### config.mk
export PLATFORM = sky130hd
export DESIGN_NAME = uawb_top
export DESIGN_NICKNAME = d
export VERILOG_FILES = /design/src/design/uawb_autobaud_counter.v /design/src/design/uawb_edge_detect.v /design/src/design/uawb_top.v
export VERILOG_INCLUDE_DIRS = /design/src /design/src/design
export SDC_FILE = /design/constraint.sdc
export NUM_CORES = 1
export LEC_CHECK = 0
export ABC_AREA = 0
export BUFFER_PORTS_ARGS = -buffer_cell sky130_fd_sc_hd__buf_2
export CAP_MARGIN = 40
export CORE_ASPECT_RATIO = 1.75
export CORE_MARGIN = 2
export CORE_UTILIZATION = 30
export CTS_CLUSTER_DIAMETER = 50
export DETAILED_ROUTE_END_ITERATION = 16
export PLACE_DENSITY = 0.57
export SLEW_MARGIN = 20
export SYNTH_ARGS = -nofsm -noshare
export SYNTH_HDL_FRONTEND = slang
export SYNTH_SLANG_ARGS = --single-unit
export TNS_END_PERCENT = 100
### constraint.sdc
create_clock -name clock -period 2 [get_ports clock]
set_input_delay 0.2 -clock clock [delete_from_list [all_inputs] [get_ports clock]]
set_output_delay 0.2 -clock clock [all_outputs]
set_load 0.02 [all_outputs]
### src/design/uawb_consts.vh
// Purpose: shared constants of the auto-baud and wake-on-break receiver
// Assumes: included by bare name from every design file
// Notes:   definitions only
`ifndef UAWB_CONSTS_VH
`define UAWB_CONSTS_VH

`define UAWB_DIV_W          16
`define UAWB_DATA_W         8
`define UAWB_DIV_RESET      16'h0067
`define UAWB_COUNT_MAX      16'hFFFF
`define UAWB_COUNT_ONE      16'h0001
`define UAWB_EDGE_W         3
`define UAWB_EDGE_LAST      3'h5
`define UAWB_EDGE_FIRST     3'h1
`define UAWB_EDGE_ONE       3'h1
`define UAWB_BIT_W          3
`define UAWB_BIT_LAST       3'h7
`define UAWB_BIT_ONE        3'h1
`define UAWB_AB_SHIFT       3

`endif

### src/design/uawb_autobaud_counter.v
// Purpose: 16-bit baud measurement counter with wrap detection
// Assumes: run and clear are single-clock controls from the top
// Notes:   counter wraps on purpose; the top keeps the sticky flag
`timescale 1ns/1ps
`include "uawb_consts.vh"
module uawb_autobaud_counter (
  input  wire                     clock,
  input  wire                     resetn,
  input  wire                     run,
  input  wire                     clear,
  output reg  [`UAWB_DIV_W-1:0]   count_r,
  output wire                     wrapPulse
);
  assign wrapPulse = run & (count_r == `UAWB_COUNT_MAX);

  always @(posedge clock) begin
    if (!resetn) begin
      count_r <= {`UAWB_DIV_W{1'b0}};
    end else if (clear) begin
      count_r <= {`UAWB_DIV_W{1'b0}};
    end else if (run) begin
      count_r <= count_r + `UAWB_COUNT_ONE;
    end
  end
endmodule // uawb_autobaud_counter

### src/design/uawb_edge_detect.v
// Purpose: edge pulses and registered level of the receive line
// Assumes: line input already synchronous to clock
// Notes:   line idles high, so the history resets high
`timescale 1ns/1ps
`include "uawb_consts.vh"
module uawb_edge_detect (
  input  wire clock,
  input  wire resetn,
  input  wire lineIn,
  output wire lineLevel,
  output wire risePulse,
  output wire fallPulse
);
  reg linePrev_r;

  always @(posedge clock) begin
    if (!resetn) begin
      linePrev_r <= 1'b1;
    end else begin
      linePrev_r <= lineIn;
    end
  end

  assign lineLevel = linePrev_r;
  assign risePulse = lineIn & ~linePrev_r;
  assign fallPulse = ~lineIn & linePrev_r;
endmodule // uawb_edge_detect

### src/design/uawb_top.v
// Purpose: async serial receiver with auto-baud overflow and wake-on-break
// Assumes: all inputs synchronous to clock; control bits are plain ports
// Notes:   sleepMode models the stopped peripheral clock by freezing state
//
// Overview of operation
// - Set overflow flag when measurement counter wraps past 16 bits before fifth rise.
// - After overflow the measurement counter keeps running until the fifth rise.
// - Fifth rising edge sets receive flag and clears auto-baud enable.
// - Reading receive data clears the receive flag raised by auto-baud end.
// - Software may clear the overflow flag directly.
// - Overflow clear is ignored while auto-baud enable stays set.
// - In sleep the baud generator and character reception are frozen.
// - Wake-on-break can be armed only in asynchronous mode.
// - Wake-on-break enable suspends normal reception; receiver stays idle.
// - Falling receive edge is the wake-up event while wake-on-break is armed.
// - Wake raises receive flag at once; asynchronous output covers sleep.
// - Reading receive data clears the wake-up receive flag.
// - Rising edge ending the break clears wake enable; receiver waits idle.
// - Any low span counts as wake regardless of its length.
// - Receive-idle status is readable before arming wake-on-break.
`timescale 1ns/1ps
`include "uawb_consts.vh"
module uawb_top (
  input  wire                     clock,
  input  wire                     resetn,
  input  wire                     receiveLinePin,
  input  wire                     asyncMode,
  input  wire                     receiverEnable,
  input  wire                     sleepMode,
  input  wire                     autobaudSet,
  input  wire                     autobaudClear,
  input  wire                     overflowClear,
  input  wire                     wakeSet,
  input  wire                     wakeClear,
  input  wire                     divisorWrite,
  input  wire [`UAWB_DIV_W-1:0]   divisorIn,
  input  wire                     dataRead,
  input  wire                     errorClear,
  output wire [`UAWB_DATA_W-1:0]  receiveData,
  output wire [7:0]               baudDivisorHigh,
  output wire [7:0]               baudDivisorLow,
  output wire                     receiveInterruptFlag,
  output wire                     autobaudEnable,
  output wire                     autobaudOverflowFlag,
  output wire                     wakeOnBreakEnable,
  output wire                     receiveIdleFlag,
  output wire                     framingError,
  output wire                     overrunError,
  output wire                     wakeUpAsync
);
  localparam [1:0] ST_IDLE  = 2'h0;
  localparam [1:0] ST_START = 2'h1;
  localparam [1:0] ST_DATA  = 2'h2;
  localparam [1:0] ST_STOP  = 2'h3;

  reg  [1:0]               rxState_r;
  reg  [1:0]               rxState_nxt;
  reg  [`UAWB_DIV_W-1:0]   bitTimer_r;
  reg  [`UAWB_DIV_W-1:0]   bitTimer_nxt;
  reg  [`UAWB_BIT_W-1:0]   bitIndex_r;
  reg  [`UAWB_BIT_W-1:0]   bitIndex_nxt;
  reg  [`UAWB_DATA_W-1:0]  shift_r;
  reg  [`UAWB_DATA_W-1:0]  shift_nxt;
  reg  [`UAWB_DATA_W-1:0]  rxData_r;
  reg  [`UAWB_DIV_W-1:0]   divisor_r;
  reg                      rxFlag_r;
  reg                      abEnable_r;
  reg                      abOverflow_r;
  reg  [`UAWB_EDGE_W-1:0]  abEdges_r;
  reg                      wakeEnable_r;
  reg                      wakeLow_r;
  reg                      frameErr_r;
  reg                      overrunErr_r;

  wire                     lineLevel;
  wire                     lineRise;
  wire                     lineFall;
  wire [`UAWB_DIV_W-1:0]   abCount;
  wire                     abWrap;
  wire                     running;
  wire                     rxAllowed;
  wire                     bitDone;
  wire                     halfDone;
  wire                     charDone;
  wire                     charGood;
  wire                     abFifth;
  wire                     abRun;
  wire                     abClear;
  wire                     wakeEvent;
  wire                     wakeEnd;

  uawb_edge_detect uawb_edge_detect_i (
    .clock     (clock),
    .resetn    (resetn),
    .lineIn    (receiveLinePin),
    .lineLevel (lineLevel),
    .risePulse (lineRise),
    .fallPulse (lineFall)
  );

  uawb_autobaud_counter uawb_autobaud_counter_i (
    .clock     (clock),
    .resetn    (resetn),
    .run       (abRun),
    .clear     (abClear),
    .count_r   (abCount),
    .wrapPulse (abWrap)
  );

  // Peripheral clocks are off in sleep, so receiver and auto-baud state may not advance
  assign running   = ~sleepMode;
  // Wake-on-break and auto-baud both take the line away from the receiver
  assign rxAllowed = running & receiverEnable & ~wakeEnable_r & ~abEnable_r;

  assign bitDone  = (bitTimer_r == divisor_r);
  assign halfDone = (bitTimer_r == (divisor_r >> 1));
  assign charDone = rxAllowed & (rxState_r == ST_STOP) & bitDone;
  assign charGood = charDone & receiveLinePin;

  // Measurement spans first to fifth rising edge of the sync character
  assign abRun   = running & abEnable_r & (abEdges_r != {`UAWB_EDGE_W{1'b0}});
  assign abClear = running & autobaudSet & ~abEnable_r;
  assign abFifth = running & abEnable_r & lineRise
                   & (abEdges_r == (`UAWB_EDGE_LAST - `UAWB_EDGE_ONE));

  // Edge logic keeps watching in sleep: it stands for the unclocked detector
  assign wakeEvent = wakeEnable_r & ~wakeLow_r & lineFall;
  assign wakeEnd   = wakeEnable_r & wakeLow_r & lineRise;
  // Combinational path so the wake request exists with no clock running
  assign wakeUpAsync = wakeEnable_r & ~receiveLinePin;

  always @* begin
    rxState_nxt  = rxState_r;
    bitTimer_nxt = bitTimer_r + `UAWB_COUNT_ONE;
    bitIndex_nxt = bitIndex_r;
    shift_nxt    = shift_r;
    if (!rxAllowed) begin
      rxState_nxt  = ST_IDLE;
      bitTimer_nxt = {`UAWB_DIV_W{1'b0}};
      bitIndex_nxt = {`UAWB_BIT_W{1'b0}};
    end else begin
      case (rxState_r)
        ST_IDLE: begin
          bitTimer_nxt = {`UAWB_DIV_W{1'b0}};
          if (lineFall) begin
            rxState_nxt = ST_START;
          end
        end
        ST_START: begin
          // Mid-bit recheck rejects glitches shorter than half a bit
          if (halfDone) begin
            bitTimer_nxt = {`UAWB_DIV_W{1'b0}};
            rxState_nxt  = receiveLinePin ? ST_IDLE : ST_DATA;
            bitIndex_nxt = {`UAWB_BIT_W{1'b0}};
          end
        end
        ST_DATA: begin
          if (bitDone) begin
            bitTimer_nxt = {`UAWB_DIV_W{1'b0}};
            shift_nxt    = {receiveLinePin, shift_r[`UAWB_DATA_W-1:1]};
            bitIndex_nxt = bitIndex_r + `UAWB_BIT_ONE;
            if (bitIndex_r == `UAWB_BIT_LAST) begin
              rxState_nxt = ST_STOP;
            end
          end
        end
        ST_STOP: begin
          if (bitDone) begin
            bitTimer_nxt = {`UAWB_DIV_W{1'b0}};
            rxState_nxt  = ST_IDLE;
          end
        end
        default: begin
          rxState_nxt = ST_IDLE;
        end
      endcase
    end
  end

  always @(posedge clock) begin
    if (!resetn) begin
      rxState_r  <= ST_IDLE;
      bitTimer_r <= {`UAWB_DIV_W{1'b0}};
      bitIndex_r <= {`UAWB_BIT_W{1'b0}};
      shift_r    <= {`UAWB_DATA_W{1'b0}};
    end else if (running) begin
      rxState_r  <= rxState_nxt;
      bitTimer_r <= bitTimer_nxt;
      bitIndex_r <= bitIndex_nxt;
      shift_r    <= shift_nxt;
    end
  end

  // Received byte; a byte ending while the receive flag is set, as after a wake or auto-baud end, is discarded
  always @(posedge clock) begin
    if (!resetn) begin
      rxData_r <= {`UAWB_DATA_W{1'b0}};
    end else if (charDone & ~rxFlag_r) begin
      rxData_r <= shift_r;
    end
  end

  // Receive flag: any set in the same cycle as a read wins over the clear
  always @(posedge clock) begin
    if (!resetn) begin
      rxFlag_r <= 1'b0;
    end else if ((charDone & ~rxFlag_r) | abFifth | wakeEvent) begin
      rxFlag_r <= 1'b1;
    end else if (dataRead) begin
      rxFlag_r <= 1'b0;
    end
  end

  // Errors: a byte arriving over an unread one is dropped and flagged
  always @(posedge clock) begin
    if (!resetn) begin
      frameErr_r   <= 1'b0;
      overrunErr_r <= 1'b0;
    end else begin
      if (charDone & ~receiveLinePin) begin
        frameErr_r <= 1'b1;
      end else if (charGood | errorClear) begin
        frameErr_r <= 1'b0;
      end
      if (charDone & rxFlag_r) begin
        overrunErr_r <= 1'b1;
      end else if (errorClear) begin
        overrunErr_r <= 1'b0;
      end
    end
  end

  // Auto-baud enable and edge count
  always @(posedge clock) begin
    if (!resetn) begin
      abEnable_r <= 1'b0;
      abEdges_r  <= {`UAWB_EDGE_W{1'b0}};
    end else if (running) begin
      if (abFifth) begin
        abEnable_r <= 1'b0;
        abEdges_r  <= {`UAWB_EDGE_W{1'b0}};
      end else if (autobaudClear) begin
        abEnable_r <= 1'b0;
        abEdges_r  <= {`UAWB_EDGE_W{1'b0}};
      end else if (autobaudSet & ~abEnable_r) begin
        abEnable_r <= 1'b1;
        abEdges_r  <= {`UAWB_EDGE_W{1'b0}};
      end else if (abEnable_r & lineRise) begin
        abEdges_r <= abEdges_r + `UAWB_EDGE_ONE;
      end
    end
  end

  // Overflow flag: set wins over clear; clear needs the enable already low
  always @(posedge clock) begin
    if (!resetn) begin
      abOverflow_r <= 1'b0;
    end else if (abWrap & ~abFifth) begin
      abOverflow_r <= 1'b1;
    end else if (overflowClear & ~abEnable_r) begin
      abOverflow_r <= 1'b0;
    end
  end

  // Divisor: eight bit times lie between first and fifth rising edges
  always @(posedge clock) begin
    if (!resetn) begin
      divisor_r <= `UAWB_DIV_RESET;
    end else if (abFifth) begin
      divisor_r <= abCount >> `UAWB_AB_SHIFT;
    end else if (divisorWrite & ~abEnable_r) begin
      divisor_r <= divisorIn;
    end
  end

  // Wake-on-break enable; the low phase is tracked so a rise ends it
  always @(posedge clock) begin
    if (!resetn) begin
      wakeEnable_r <= 1'b0;
      wakeLow_r    <= 1'b0;
    end else if (wakeEnd) begin
      wakeEnable_r <= 1'b0;
      wakeLow_r    <= 1'b0;
    end else if (wakeEvent) begin
      wakeLow_r <= 1'b1;
    end else if (wakeClear) begin
      wakeEnable_r <= 1'b0;
      wakeLow_r    <= 1'b0;
    end else if (wakeSet & asyncMode & ~wakeEnable_r) begin
      wakeEnable_r <= 1'b1;
      wakeLow_r    <= 1'b0;
    end
  end

  assign receiveData          = rxData_r;
  assign baudDivisorHigh      = divisor_r[15:8];
  assign baudDivisorLow       = divisor_r[7:0];
  assign receiveInterruptFlag = rxFlag_r;
  assign autobaudEnable       = abEnable_r;
  assign autobaudOverflowFlag = abOverflow_r;
  assign wakeOnBreakEnable    = wakeEnable_r;
  // Idle only with no start bit being checked and no byte in assembly
  assign receiveIdleFlag      = (rxState_r == ST_IDLE);
  assign framingError         = frameErr_r;
  assign overrunError         = overrunErr_r;
endmodule // uawb_top

==> impl_metrics.env <==
export IMPL_syn2layout_area_growth_pct=33.9
export IMPL_synth_edff_count=0
export IMPL_portBuffers=61
export IMPL_async_flop_share=0
export IMPL_period_minus_slack_ps=1980
export IMPL_rows=56
export IMPL_totalPowerFinal_mw=3.83
export IMPL_synth_top_area_frac=0.394
export IMPL_cts_sinks=80
export IMPL_rsz0062_at_grt="yes"
export IMPL_fin_crit_sh=0.991
export IMPL_grt_max_degree=47
export IMPL_peakVddDrop_mv=0.490
export IMPL_grt_pass1_wl_um=18100
export IMPL_cts_root_buf="clkbuf_16"
export IMPL_setup_viol=0
export IMPL_utilization=0.409
export IMPL_synth_cell_types=49
export IMPL_num_vias=3720
export IMPL_p_leak_nw=2.28
export IMPL_synthesis_area_um2=4070
export IMPL_syn_nets=507
export IMPL_gp_congestion=0.827
export IMPL_drt_iter0_drc=188
export IMPL_first_global_vias=3665
export IMPL_yosysWarnings=0
export IMPL_path_max_fanout=5
export IMPL_slew_headroom=0.695
export IMPL_drc_errors=0
export IMPL_antenna_found_initial=2
export IMPL_holdBufCountCts=0
export IMPL_fin_hold_ws_ps=100
export IMPL_design_area_um2=5450
export IMPL_grt_overflow=0
export IMPL_clockBufferDepth=2
export IMPL_r2r_slack_ps=20
export IMPL_grt_use_met1=0.162
export IMPL_p_per_area_nw_per_um2=703
export IMPL_wl_um=11600
export IMPL_tns_ps=0
export IMPL_maxCapViolCount=0
export IMPL_endpoint_kind="flip-flop"
export IMPL_drive_gt1_frac=0.298
export IMPL_max_freq_mhz=505
export IMPL_core_area_um2=13300
export IMPL_drtPass1Iterations=4
export IMPL_placed_cell_area_um2=4910
export IMPL_fin_cells=755
export IMPL_yosys_top_cells_area="dfxtp_1 39%, xor2_1 8.8%, mux2i_1 7.9%"
export IMPL_start_util=0.306
export IMPL_use_met2=0.305
export IMPL_syn_inst=471
export IMPL_slew_viol_final=0
export IMPL_ctsHtreeMaxLevel=3
export IMPL_clkTransAtPathRegs_ps=70
export IMPL_synthFlopType="dfxtp_1"
export IMPL_numCtsBuffers=9
export IMPL_ant_nets=0
export IMPL_clk_insertion_delay_late_ps=340
export IMPL_io_pins=62
export IMPL_dieArea_um2=14500
export IMPL_critical_path_class="reg2reg"
export IMPL_seq_area_frac_synth=0.394
export IMPL_clock_skew_ps=7.98
export IMPL_cp_arrival_ps=2220
export IMPL_yosysTopAreaCell="dfxtp_1"
export IMPL_final_nets=611
export IMPL_die_y_um=158
export IMPL_start_kind="flip-flop"
export IMPL_routed_via_density=4.93
export IMPL_setup_slack_ps=18.2
export IMPL_finalHoldViolations=0
export IMPL_grt_use_total=0.160
export IMPL_pre_cts_ws_ps=-212
export IMPL_worstMarginPinSlew_ps=455
export IMPL_required_ps=2230
export IMPL_avgSynthCellArea_um2=8.64
export IMPL_status="finished clean"
export IMPL_synth_seq_cells=80
export IMPL_hpwl_um=8700
export IMPL_min_path_type="in2reg"
export IMPL_grt_busiest_layer="met2"
export IMPL_grt_met3_usage=0.0343
export IMPL_routedWlPerCell_um=15.3
export IMPL_die_width_um=92.0
export IMPL_dp_cells=731
export IMPL_cts_tree="built"
[critical path: stages, from the launching register on]
cell and delay [ps]:
dfxtp_2 320, buf_4 130, xor2_2 180, nor4_2 160, buf_4 170, and4_4 270
and4_4 260, buf_12 130, mux2i_2 200, nor2_1 50
[worst paths after layout]
path                       from             end  cells after the start
setup / recovery  divisor_r[13]  receiveData[0]                      9
hold / removal    divisorIn[13]   divisor_r[13]                      3
setup reg to reg  divisor_r[13]  receiveData[0]                      9
hold reg to reg   bitIndex_r[1]   bitIndex_r[1]                      2
[cell type report]
type | count | area [um2]
fill | 1376 | 7870
multi-input combinational | 352 | 2390
sequential | 80 | 1610
timing repair buffer | 124 | 870
clock buffer | 9 | 225
tap | 174 | 218
clock inverter | 7 | 101
inverter | 8 | 30.0
antenna | 1 | 2.50
[kinds of logic (layout without fill, tap and decap cells)]
family / count (synthesis) / in the layout / share of synthesized area
AOI/OAI and AO/OA: 65 / 65 / 0.109
xor gates and xnor gates: 45 / 45 / 0.0969
adders and majority gates: 6 / 6 / 0.0184
buffers and inverters: 39 / 148 / 0.0452
DFF: 80 / 80 / 0.394
muxes: 33 / 33 / 0.0815
other: 0 / 1 / 0
and+or+nand+nor: 203 / 203 / 0.255
[flip-flops by register name, indices dropped and copies added (netlist names), 2 cells and up]
name	flops
uawb_autobaud_counter_i.count_r	16
bitIndex_r	3
rxState_r	2
receiveData	8
divisor_r	16
abEdges_r	3
shift_r	8
bitTimer_r	16
[synth_stat cells (all sizes together) (10+ instances only)]
cell / number
a21oi: 13
buf: 15
clkbuf: 16
dfxtp: 80
a31oi: 12
nor4: 11
o21ai: 10
a211oi: 13
xor2: 41
or3: 17
nand3b: 13
nand2: 50
mux2i: 32
nor2: 57
[routing by layer]
layer	share of wire	vias to the layer above
met1	0.38	1782
met2	0.56	62
li1	-	1853
met4	0.026	2
met5	0.0010	-
met3	0.034	21
[report_power, final]
part / internal, mW / leakage [nW] / switching (mW)
registers: 1.62 / 0.651 / 0.0307
logic: 0.172 / 1.47 / 0.205
clock network: 1.10 / 0.153 / 0.698
total: 2.90 / 2.28 / 0.934
[timing repair]
item,4_1_cts,5_1_grt
pin swaps,8,7
gates cloned,0,1
resized for setup,18,12
buffers inserted,4,1
setup endpoints to repair,38,43
[layout by cell type (no fill, tap or decap), drive strengths merged, types with 2 or more instances in the layout]
cell type and n:
nand2b 9, nand2 50, dfxtp 80, mux2i 32
clkbuf 10, and3 9, ha 6, xnor2 4
xor2 41, and4 2, a211oi 13, nor3 2
clkinvlp 2, nor2b 6, nand4 8, buf 123
nand3b 13, nor4 11, a2bb2oi 3, bufinv 2
or3b 2, and2 4, inv 10, nand3 9
a31oi 12, nor2 57, or3 17, o21ai 10
a21oi 13, a221o 5
No activity file was read; power rests on OpenSTA's default activity.
